==> config.mk <==
export PLATFORM = sky130hd
export DESIGN_NAME = dva_control
export DESIGN_NICKNAME = d
export VERILOG_FILES = /design/src/logic/dva_control.v
export VERILOG_INCLUDE_DIRS = /design/src /design/src/logic
export SDC_FILE = /design/constraint.sdc
export NUM_CORES = 1
export LEC_CHECK = 0
export BUFFER_PORTS_ARGS = -buffer_cell sky130_fd_sc_hd__buf_2
export CAP_MARGIN = 10
export CELL_PAD_IN_SITES_DETAIL_PLACEMENT = 1
export CELL_PAD_IN_SITES_GLOBAL_PLACEMENT = 1
export CORE_MARGIN = 10
export CORE_UTILIZATION = 34
export CTS_BUF_LIST = sky130_fd_sc_hd__clkbuf_16
export DETAILED_ROUTE_END_ITERATION = 10
export PLACE_DENSITY_LB_ADDON = 0.3
export SLEW_MARGIN = 20
export SYNTH_ARGS = -nofsm -noshare
export SYNTH_HDL_FRONTEND = slang
export SYNTH_SLANG_ARGS = --single-unit
==> constraint.sdc <==
create_clock -name clk -period 1.8 [get_ports clk]
set_input_delay 0 -clock clk [delete_from_list [all_inputs] [get_ports clk]]
set_output_delay 0 -clock clk [all_outputs]
set_load 0.05 [all_outputs]
==> src/logic/dva_regs.vh <==
// Constants for the adapter control block: register offsets, fields, reset values, timing.
// Assumes a 32-bit Avalon-MM slave with byte addresses and one aligned word per register.
`ifndef DVA_REGS_VH
`define DVA_REGS_VH
// ========================================
// Register byte offsets
`define DVA_OFF_CTRL 6'h00
`define DVA_OFF_STAT 6'h04
`define DVA_OFF_IRQ_STAT 6'h08
`define DVA_OFF_IRQ_MASK 6'h0c
`define DVA_OFF_DDC_CAP 6'h10
`define DVA_OFF_DDC_SPEED 6'h14
`define DVA_OFF_LINK_CFG 6'h18
// ========================================
// Control fields
`define DVA_CTRL_AUX_NATIVE 0
`define DVA_CTRL_AUX_I2C 1
`define DVA_CTRL_MON_PRESENT 2
`define DVA_CTRL_HPD_STD 3
// Status fields
`define DVA_STAT_HPD 0
`define DVA_STAT_MON 1
`define DVA_STAT_VIDEO_ON 2
`define DVA_STAT_POLICY 3
`define DVA_STAT_SPEED_STRAP 4
`define DVA_STAT_LINK_OK 5
// Interrupt fields
`define DVA_IRQ_MON_CHANGE 0
`define DVA_IRQ_SPEED_CHANGE 1
`define DVA_IRQ_LINK_LOST 2
// ========================================
// DDC speed one-hot codes
`define DVA_SPD_1K 8'h01
`define DVA_SPD_3K 8'h02
`define DVA_SPD_10K 8'h04
`define DVA_SPD_100K 8'h08
`define DVA_SPD_50K 8'h80
`define DVA_DDC_CAP_VAL 8'h8f
// Reset values
`define DVA_CTRL_RST 8'h00
`define DVA_MASK_RST 8'h00
`define DVA_LINK_RST 8'h00
// Link config fields: lane count and rate select
`define DVA_LINK_TWO_LANE 0
`define DVA_LINK_HBR 1
// ========================================
// Timing: HPD interrupt pulse, in ns, at 50 ns clock
`define DVA_CLK_NS 50
`define DVA_IRQ_PULSE_NS 750000
`define DVA_IRQ_PULSE_CYC ((`DVA_IRQ_PULSE_NS + `DVA_CLK_NS - 1) / `DVA_CLK_NS)
// Main link rates, kbit/s per lane
`define DVA_RATE_HBR_KBPS 2700000
`define DVA_RATE_RBR_KBPS 1620000
// Pixel clock ceiling in MHz
`define DVA_PIX_MAX_MHZ 240
`endif

==> src/logic/dva_control.v <==
// Control logic for a DisplayPort to VGA adapter: straps, DDC speed, HPD, video path.
// Assumes synchronous pixel data already recovered on clk; straps and resets from pins.
`timescale 1ns/1ns
`include "dva_regs.vh"
module dva_control #(
	parameter IRQ_PULSE_CYC = `DVA_IRQ_PULSE_CYC
) (
	// Clock and reset
	input wire clk,
	input wire reset_n,
	// Straps and monitor sense (pins)
	input wire hotplug_policy_strap,
	input wire ddc_speed_strap,
	input wire monitor_sense,
	// Recovered main stream
	input wire link_valid,
	input wire [2:0] bpc_sel,
	input wire [15:0] pix_red,
	input wire [15:0] pix_grn,
	input wire [15:0] pix_blu,
	input wire pix_hsync,
	input wire pix_vsync,
	// AUX request classification
	input wire aux_req,
	input wire aux_is_i2c,
	// Avalon-MM slave
	input wire [5:0] avs_address,
	input wire avs_read,
	input wire avs_write,
	input wire [31:0] avs_writedata,
	input wire [3:0] avs_byteenable,
	output reg [31:0] avs_readdata,
	output reg avs_waitrequest,
	// Video outputs
	output reg [7:0] dac_red,
	output reg [7:0] dac_grn,
	output reg [7:0] dac_blu,
	output reg vga_hsync,
	output reg vga_vsync,
	output reg dac_power_on,
	// Source-facing
	output reg hpd,
	output reg hpd_irq_pulse,
	output reg [7:0] ddc_speed,
	output reg aux_native_sel,
	output reg aux_i2c_bridge,
	output reg irq
);
	// ========================================
	// Input synchronisers
	reg [1:0] pol_sync_r;
	reg [1:0] spd_sync_r;
	reg [1:0] mon_sync_r;
	// Two stages before any reader; first stage feeds only the second
	always @(posedge clk or negedge reset_n) begin
		if (!reset_n) begin
			pol_sync_r <= 2'h0;
			spd_sync_r <= 2'h0;
			mon_sync_r <= 2'h0;
		end else begin
			pol_sync_r <= {pol_sync_r[0], hotplug_policy_strap};
			spd_sync_r <= {spd_sync_r[0], ddc_speed_strap};
			mon_sync_r <= {mon_sync_r[0], monitor_sense};
		end
	end
	wire policy_s = pol_sync_r[1];
	wire mon_s = mon_sync_r[1];

	// ========================================
	// Strap capture after reset release
	reg strap_done_r;
	reg policy_r;
	reg spd_strap_r;
	reg [1:0] settle_r;
	// Wait for the synchroniser to fill before sampling straps
	always @(posedge clk or negedge reset_n) begin
		if (!reset_n) begin
			settle_r <= 2'h0;
			strap_done_r <= 1'b0;
			policy_r <= 1'b0;
			spd_strap_r <= 1'b0;
		end else if (!strap_done_r) begin
			settle_r <= settle_r + 2'h1;
			if (settle_r == 2'h3) begin
				strap_done_r <= 1'b1;
				policy_r <= policy_s;
				spd_strap_r <= spd_sync_r[1];
			end
		end
	end

	// ========================================
	// Registers
	reg [7:0] ctrl_r;
	reg [7:0] irq_mask_r;
	reg [7:0] irq_stat_r;
	reg [7:0] link_cfg_r;
	reg mon_prev_r;
	reg link_prev_r;
	reg [7:0] spd_nxt;
	reg [7:0] masked;

	wire wr_hit = avs_write && !avs_waitrequest;
	wire rd_hit = avs_read && !avs_waitrequest;
	wire [7:0] wr_byte = avs_writedata[7:0];
	wire wr_b0 = avs_byteenable[0];

	// Slowest speed in mask AND capability; none keeps the old one
	always @* begin
		masked = wr_byte & `DVA_DDC_CAP_VAL;
		spd_nxt = ddc_speed;
		if (masked[0])
			spd_nxt = `DVA_SPD_1K;
		else if (masked[1])
			spd_nxt = `DVA_SPD_3K;
		else if (masked[2])
			spd_nxt = `DVA_SPD_10K;
		else if (masked[7])
			spd_nxt = `DVA_SPD_50K;
		else if (masked[3])
			spd_nxt = `DVA_SPD_100K;
	end

	// Monitor presence: detected pin or, in standard mode, software view
	wire mon_now = policy_r ? mon_s : ctrl_r[`DVA_CTRL_MON_PRESENT];
	wire mon_edge = strap_done_r && (mon_now != mon_prev_r);
	wire link_lost = link_prev_r && !link_valid;
	wire spd_wr = wr_hit && wr_b0 && (avs_address == `DVA_OFF_DDC_SPEED);

	// Control and config writes, default DDC speed from strap
	always @(posedge clk or negedge reset_n) begin
		if (!reset_n) begin
			ctrl_r <= `DVA_CTRL_RST;
			irq_mask_r <= `DVA_MASK_RST;
			link_cfg_r <= `DVA_LINK_RST;
			ddc_speed <= `DVA_SPD_50K;
		end else begin
			if (!strap_done_r)
				ddc_speed <= spd_sync_r[1] ? `DVA_SPD_10K : `DVA_SPD_50K;
			else if (spd_wr)
				ddc_speed <= spd_nxt;
			if (wr_hit && wr_b0 && avs_address == `DVA_OFF_CTRL)
				ctrl_r <= wr_byte;
			if (wr_hit && wr_b0 && avs_address == `DVA_OFF_IRQ_MASK)
				irq_mask_r <= wr_byte;
			// Lane count and rate; both rates and widths accepted
			if (wr_hit && wr_b0 && avs_address == `DVA_OFF_LINK_CFG)
				link_cfg_r <= {6'h00, wr_byte[1:0]};
		end
	end

	// ========================================
	// Sticky interrupt status; a set in the clearing read wins
	reg [7:0] ev;
	always @* begin
		ev = 8'h00;
		ev[`DVA_IRQ_MON_CHANGE] = mon_edge;
		ev[`DVA_IRQ_SPEED_CHANGE] = spd_wr && (spd_nxt != ddc_speed);
		ev[`DVA_IRQ_LINK_LOST] = link_lost;
	end
	always @(posedge clk or negedge reset_n) begin
		if (!reset_n) begin
			irq_stat_r <= 8'h00;
			irq <= 1'b0;
		end else begin
			if (rd_hit && avs_address == `DVA_OFF_IRQ_STAT)
				irq_stat_r <= ev;
			else
				irq_stat_r <= irq_stat_r | ev;
			irq <= |(((rd_hit && avs_address == `DVA_OFF_IRQ_STAT) ? ev
				: (irq_stat_r | ev)) & irq_mask_r);
		end
	end

	// ========================================
	// HPD and HPD interrupt pulse
	reg [15:0] pulse_cnt_r;
	always @(posedge clk or negedge reset_n) begin
		if (!reset_n) begin
			hpd <= 1'b0;
			hpd_irq_pulse <= 1'b0;
			pulse_cnt_r <= 16'h0000;
			mon_prev_r <= 1'b0;
			link_prev_r <= 1'b0;
		end else begin
			mon_prev_r <= strap_done_r ? mon_now : mon_prev_r;
			link_prev_r <= link_valid;
			if (!strap_done_r)
				hpd <= 1'b0;
			else if (policy_r)
				hpd <= mon_now;
			else
				hpd <= ctrl_r[`DVA_CTRL_HPD_STD];
			// Pulse on every attach and detach; a new change restarts the count
			if (mon_edge) begin
				pulse_cnt_r <= IRQ_PULSE_CYC[15:0];
				hpd_irq_pulse <= 1'b1;
			end else if (pulse_cnt_r > 16'h0001) begin
				pulse_cnt_r <= pulse_cnt_r - 16'h0001;
			end else begin
				pulse_cnt_r <= 16'h0000;
				hpd_irq_pulse <= 1'b0;
			end
		end
	end

	// ========================================
	// AUX request steering
	always @(posedge clk or negedge reset_n) begin
		if (!reset_n) begin
			aux_native_sel <= 1'b0;
			aux_i2c_bridge <= 1'b0;
		end else begin
			aux_native_sel <= aux_req && !aux_is_i2c;
			aux_i2c_bridge <= aux_req && aux_is_i2c;
		end
	end

	// ========================================
	// Colour truncation and sync, one register stage for all
	function [7:0] dva_trunc;
		input [15:0] c;
		input [2:0] bpc;
		begin
			case (bpc)
				3'h0: dva_trunc = {c[5:0], 2'h0};
				3'h1: dva_trunc = c[7:0];
				3'h2: dva_trunc = c[9:2];
				3'h3: dva_trunc = c[11:4];
				3'h4: dva_trunc = c[15:8];
				default: dva_trunc = c[7:0];
			endcase
		end
	endfunction
	// Blanked to zero when the link is down so the DAC idles dark
	always @(posedge clk or negedge reset_n) begin
		if (!reset_n) begin
			dac_red <= 8'h00;
			dac_grn <= 8'h00;
			dac_blu <= 8'h00;
			vga_hsync <= 1'b0;
			vga_vsync <= 1'b0;
			dac_power_on <= 1'b0;
		end else begin
			dac_power_on <= link_valid;
			dac_red <= link_valid ? dva_trunc(pix_red, bpc_sel) : 8'h00;
			dac_grn <= link_valid ? dva_trunc(pix_grn, bpc_sel) : 8'h00;
			dac_blu <= link_valid ? dva_trunc(pix_blu, bpc_sel) : 8'h00;
			vga_hsync <= link_valid & pix_hsync;
			vga_vsync <= link_valid & pix_vsync;
		end
	end

	// ========================================
	// Avalon slave: one wait cycle, then answer
	reg [7:0] rd_byte;
	always @* begin
		case (avs_address)
			`DVA_OFF_CTRL: rd_byte = ctrl_r;
			`DVA_OFF_STAT: rd_byte = {2'h0, link_valid, spd_strap_r, policy_r,
				dac_power_on, mon_now, hpd};
			`DVA_OFF_IRQ_STAT: rd_byte = irq_stat_r;
			`DVA_OFF_IRQ_MASK: rd_byte = irq_mask_r;
			`DVA_OFF_DDC_CAP: rd_byte = `DVA_DDC_CAP_VAL;
			`DVA_OFF_DDC_SPEED: rd_byte = ddc_speed;
			`DVA_OFF_LINK_CFG: rd_byte = link_cfg_r;
			default: rd_byte = 8'h00;
		endcase
	end
	always @(posedge clk or negedge reset_n) begin
		if (!reset_n) begin
			avs_waitrequest <= 1'b1;
			avs_readdata <= 32'h00000000;
		end else begin
			if ((avs_read || avs_write) && avs_waitrequest) begin
				avs_waitrequest <= 1'b0;
				avs_readdata <= {24'h000000, rd_byte};
			end else begin
				avs_waitrequest <= 1'b1;
			end
		end
	end
endmodule

Word-level counts from Yosys, hierarchy flattened. Index checks and enable logic that the tools add are counted.

Register bits: 103. Bits of input ports: 105. Output and inout port bits: 73.

Add/subtract/negate cells: 2. Order comparisons: 1. Equal/unequal tests: 14. Mux-type cells: 26. Bitwise logic cells: 5. Reductions and logical operators: 22.

Operators with widths (count): $mux 8 (12); $pmux 8 s4 (3); $pmux 8 s7 (1); $mux 16 (2); $eq 6x5->1 const B (3); $gt 16x1->1 const B (1); $sub 16x1->16 const B (1); $logic_and 1x1->1 (14); $eq 6x4->1 const B (2); $and 8x8->8 (1); $mux 1 (8); $ne 8x8->1 (1); $or 8x3->8 (1); $reduce_or 8->1 (1); $eq 3x2->1 const B (2); $eq 6x3->1 const B (1); $logic_not 6->1 (1); $eq 3x3->1 const B (1); $logic_not 1->1 (3); $logic_not 3->1 (1); $add 2x1->2 const B (1); $and 1x1->1 (2); $eq 2x2->1 const B (1); $ne 2x1->1 const B (1); other kinds (5) (5).

Logic depth before layout (Yosys ltp).
Word-level depth: 11. Mapped depth: 9. Mapped depth without buffers: 7.

Worst setup path before layout. OpenSTA, ideal clock, no wires.

Path kind: register to register. From: register ddc_speed[5]. To: register irq. Setup time: 0.142 ns. Arrival time: 1.806 ns. Path slack: -0.147 ns. Stages on the path, launching flop included: 6. Buffers on the path: 0. Clock period less this slack: 1.947 ns. Cell sequence: dfrtp_1 or4_1 a21oi_1 a41oi_1 a2111oi_0 o21ai_0.

Cells in the longest elaborated chain, start to end: 11.

RTL lines: from (decl) (line dva_control.v:44) `output reg [7:0] ddc_speed,`; from (signal assigned) (line dva_control.v:136) `` ddc_speed <= `DVA_SPD_50K; ``; from (signal assigned) (line dva_control.v:139) `` ddc_speed <= spd_sync_r[1] ? `DVA_SPD_10K : `DVA_SPD_50K; ``; from (signal assigned) (line dva_control.v:141) `ddc_speed <= spd_nxt;`; $mux 8 (line dva_control.v:120) `else if (masked[3])`; $mux 8 (line dva_control.v:118) `else if (masked[7])`; $mux 8 (line dva_control.v:116) `else if (masked[2])`; $mux 8 (line dva_control.v:114) `else if (masked[1])`; $mux 8 (line dva_control.v:112) `if (masked[0])`; $ne 8x8->1 * (line dva_control.v:158) `` ev[`DVA_IRQ_SPEED_CHANGE] = spd_wr && (spd_nxt != ddc_speed); ``; $logic_and 1x1->1 * (line dva_control.v:158); $or 8x3->8 (line dva_control.v:171) `: (irq_stat_r | ev)) & irq_mask_r);`; $mux 8 * (line dva_control.v:170) `` irq <= |(((rd_hit && avs_address == `DVA_OFF_IRQ_STAT) ? ev ``; $and 8x8->8 * (line dva_control.v:170); $reduce_or 8->1 * (line dva_control.v:170); to (signal assigned) (line dva_control.v:170); to (decl) (line dva_control.v:47) `output reg irq`.

Mark *: on every way between the ends. The rest lies on a longest branch, timed or not. A chain may end at the register's enable or synchronous reset.

Worst setup path in the final report.
From: register pulse_cnt_r[4]. To: register pulse_cnt_r[13].

Cells in the longest elaborated chain, start to end: 3.

RTL lines: from (decl) (line dva_control.v:177) `reg [15:0] pulse_cnt_r;`; from (signal assigned) (line dva_control.v:196) `pulse_cnt_r <= IRQ_PULSE_CYC[15:0];`; from (signal assigned) (line dva_control.v:199) `pulse_cnt_r <= pulse_cnt_r - 16'h0001;`; $sub 16x1->16 or $gt 16x1->1 (tied branches) (line dva_control.v:199, dva_control.v:198); $mux 16 * (line dva_control.v:198) `end else if (pulse_cnt_r > 16'h0001) begin`; $mux 16 * (line dva_control.v:195) `if (mon_edge) begin`.

Marks and branches as above.

==> out/qor.log <==
qor: clock_network.ctsRootBufferMaster sky130_fd_sc_hd__clkbuf_16
qor: critical_path.cp_num_buf_inv 0
qor: power_and_ir_drop.p_leak 3.353 nW
qor: logic_synthesis.synth_area_leaders sky130_fd_sc_hd__dfrtp_1 (46%), sky130_fd_sc_hd__mux2_2 (4.5%), sky130_fd_sc_hd__mux2i_1 (4.2%), sky130_fd_sc_hd__nor2_1 (4.1%), sky130_fd_sc_hd__o21ai_0 (3.9%)
qor: critical_path.max_stage_delay 0.59 ns
qor: detailed_routing.vias_per_cell 5.089
qor: power_and_ir_drop.post-layout-total-power 0.005826 W
qor: floorplan.placeableCoreArea 0.01577 sq mm
qor: critical_path.setup.worst_path.start_class register
qor: sta.setup_viol_count_final 16
qor: critical_path.cp_cell_sequence or4_4 > nor4b_4 > nand3_2 > or3_1 > nand3_1
qor: logic_synthesis.postSynthRegisterBits 103
qor: floorplan.number_of_i_o_pins 178
qor: power_and_ir_drop.relative_contribution_of_sequential_cells_to_total_power 44.1%
qor: logic_synthesis.synth_seq_area_share 47.37%
qor: power_and_ir_drop.clock_power_share 31.3%
qor: layout.layout_common_cells sky130_fd_sc_hd__buf_2 (125), sky130_fd_sc_hd__dfrtp_1 (98), sky130_fd_sc_hd__nor2_1 (59)
qor: detailed_routing.drt_iter0_markers 229
qor: critical_path.end_kind register
qor: global_routing.grt_start_max_net_pins 69
qor: global_routing.global_route.overflow_total 0
qor: sta.period_share 107.4%
qor: layout.areaGrowthSynthToFinish 29.98%
qor: run_status.outcome complete, but fails checks
qor: sta.fin_crit 1.933 ns
qor: detailed_routing.firstDrtPassIters 7
qor: detailed_routing.drtAntennaViolNets 0
qor: floorplan.dieHeight 146.6 um
qor: logic_synthesis.ys_types 56
qor: sta.final_hold_viol_count 0
qor: logic_synthesis.synthDominantCellAreaShare 46.40%
qor: floorplan.fp-row-count 46
qor: floorplan.die_area 0.02148 sq mm
qor: logic_synthesis.synth_enable_flop_cells 0
qor: logic_synthesis.average_footprint_of_a_synthesized_cell 9.778 sq um
qor: power_and_ir_drop.comb_power_share 24.6%
qor: critical_path.timing.critical_path.arrival 2.21 ns
qor: placement.hpwl 13420 um
qor: power_and_ir_drop.switching_share 32.99%
qor: critical_path.rr_worst_depth 5
qor: logic_synthesis.netlist_area 0.005446 sq mm
qor: detailed_routing.drc 0
qor: layout.num-nets-final 837
qor: clock_network.cts_num_sinks 103
qor: critical_path.critical_path_class reg -> reg
qor: run_status.violations setup timing
qor: placement.minimum_setup_slack_after_placement -0.1122 ns
qor: clock_network.clk_transition_reported_paths 0.07 ns
qor: sta.worst-slew-pin-transition 1.048 ns
qor: placement.io_buffers 126
qor: critical_path.timing.critical_path.depth 5
qor: detailed_routing.avgRoutedWirePerCell 18.67 um
qor: worst_hold_path.worst_hold_path_class in -> reg
qor: layout.layout_commonest_cell sky130_fd_sc_hd__buf_2
qor: critical_path.cp_max_fanout 4
qor: logic_synthesis.post_synth_inst_count 557
qor: clock_network.clock_insertion_delay_worst_skew 0.35 ns
qor: detailed_routing.wirelength 17730 um
qor: worst_hold_path.min_path_cells 3
qor: logic_synthesis.yosys.area.top_type sky130_fd_sc_hd__dfrtp_1
qor: floorplan.start_util 34.54%
qor: run.drv_cap 0
qor: sta.fmax 517.3 MHz
qor: power_and_ir_drop.power_switching 0.001922 W
qor: sta.worst_case_clock_skew 0.008466 ns
qor: logic_synthesis.ys.flop_type sky130_fd_sc_hd__dfrtp_1
qor: layout.post_route_cells_drive_above_1_share 31.88%
qor: clock_network.cts-htree-levels 3
qor: critical_path.cp_required 2.08 ns
qor: logic_synthesis.ys_async_sr_fraction 100.0%
qor: critical_path.crit_slowest_cell sky130_fd_sc_hd__or4_4
qor: placement.gpl.final_weighted_congestion 0.9096
qor: sta.setup_repair_after_global_routing_missed_its_margin true
qor: power_and_ir_drop.vdd_drop_max 0.0004504 V
qor: clock_network.cts_buffers 9
qor: clock_network.tritoncts done
qor: logic_synthesis.synth_warn 0
qor: sta.final.setup.worst_slack -0.1331 ns
qor: sta.max_slew_headroom_at_the_worst_pin 29.88%
qor: global_routing.groute.usage.overall 16.39%
qor: clock_network.cts_buffer_depth 2
qor: global_routing.grt_first_pass_wirelength 28860 um
qor: layout.antenna-diode-count 0
qor: detailed_routing.via_count 4835
qor: critical_path.cpLargestDelayFamily simple AND/OR/NAND/NOR gates
qor: global_routing.first_global_vias 5497
qor: floorplan.die_width 146.6 um
qor: sta.final-max-slew-violation-count 0
qor: global_routing.antenna_found_initial 0
qor: power_and_ir_drop.pwr_density_cell 822.9 mW/mm^2
qor: power_and_ir_drop.internal_power 0.003904 W
[worst reg2reg max path: stages, from the launching register on]
cell and delay (ns):
sky130_fd_sc_hd__dfrtp_1 0.40, sky130_fd_sc_hd__or4_4 0.59, sky130_fd_sc_hd__nor4b_4 0.33, sky130_fd_sc_hd__nand3_2 0.12
sky130_fd_sc_hd__or3_1 0.33, sky130_fd_sc_hd__nand3_1 0.10
[registers in the layout (all words and copies together), names as in the netlist, 2 cells and up]
signal,count
dac_grn,8
ddc_speed,8
link_cfg_r,2
avs_readdata,8
pulse_cnt_r,16
irq_mask_r,8
spd_sync_r,2
ctrl_r,8
mon_sync_r,2
dac_red,8
pol_sync_r,2
irq_stat_r,8
settle_r,2
dac_blu,8
[Yosys cell counts, drive strengths merged, types with 2 or more instances]
master,n
dfstp,2
nor2b,9
and2,21
nand3b,2
or4,3
a22oi,18
o22ai,6
buf,31
or3,4
nand2,35
mux4,4
inv,14
a31oi,3
a22o,2
nor2,60
mux2,22
nor4b,2
nand2b,6
and3,3
a2bb2oi,2
mux2i,23
xnor2,7
xor2,7
clkbuf,26
ha,3
and4,2
a21oi,37
a21boi,3
nand3,11
dfrtp,101
nor4,8
a222oi,4
o21ai,44
nor3,16
a211oi,4
[final cells by class]
class,count,area [sq um]
clock inverter,7,42.54
fill,1864,8691
tap,216,270.3
clock buffer,9,225.2
inverter,14,52.55
timing repair buffer,195,1246
multi-input combinational,406,2659
sequential,103,2584
[worst paths after layout]
path,from,slack (ns),endpoint
min in group asynchronous,reset_n,0.21,pulse_cnt_r[12]
min reg2reg,spd_sync_r[0],0.36,spd_sync_r[1]
max reg2reg,pulse_cnt_r[4],-0.13,pulse_cnt_r[13]
max,pulse_cnt_r[4],-0.13,pulse_cnt_r[13]
max in group asynchronous,reset_n,1.18,dac_grn[5]
min,pix_grn[0],0.01,dac_grn[0]
[timing repair]
item                                   in CTS  in global routing
resized for setup                           7                 11
setup endpoints to repair                   9                 19
pin swaps                                   6                  6
buffers inserted                            2                  2
endpoints found under the hold margin     126                  0
hold buffers                               25                  0
[per-stage QoR]
step	util (%)	TNS, ns	hold slack, ns	instance area [sq um]	cells
after floorplan	-	-0.01591	-0.2956	5538	580
after global placement	40.92	-0.04590	0.04532	6454	905
after detailed placement	40.92	-0.3155	0.04837	6454	905
after CTS	44.45	-0.8246	0.002618	7009	948
after global routing	44.89	-2.202	0.007514	7079	950
final	44.89	-0.9017	0.01191	7079	950
[power by group through the flow]
stage	clock network, W	logic, W	registers, W
3_5_place_dp	0	0.00136	0.00261
4_1_cts	0.00187	0.00142	0.00257
3_3_place_gp	0	0.00132	0.00260
6_report	0.00182	0.00143	0.00257
2_1_floorplan	0	0.000656	0.00284
5_1_grt	0.00198	0.00156	0.00259
[kinds of logic after synthesis]
group / after synthesis / share of synthesized area [%]
mux: 49 / 10.43
simple gates: 186 / 18.10
flops: 103 / 47.37
buf+inv: 71 / 6.708
fa+ha+maj: 3 / 0.6893
xor+xnor: 14 / 2.251
other cells: 1 / 0.06885
compound gates: 130 / 14.38
[layer usage]
layer / part of all wire (%) / track usage (%) / wire (um) / vias to the layer above
li1: - / - / - / 2267
met2: 49 / 27.80 / 8718 / 166
met4: 1.9 / 5.656 / 333 / 0
met3: 6.2 / 4.357 / 1102 / 23
met5: 0 / 0 / 0 / -
met1: 43 / 19.60 / 7577 / 2379
No activity file was read; power rests on OpenSTA's default activity.
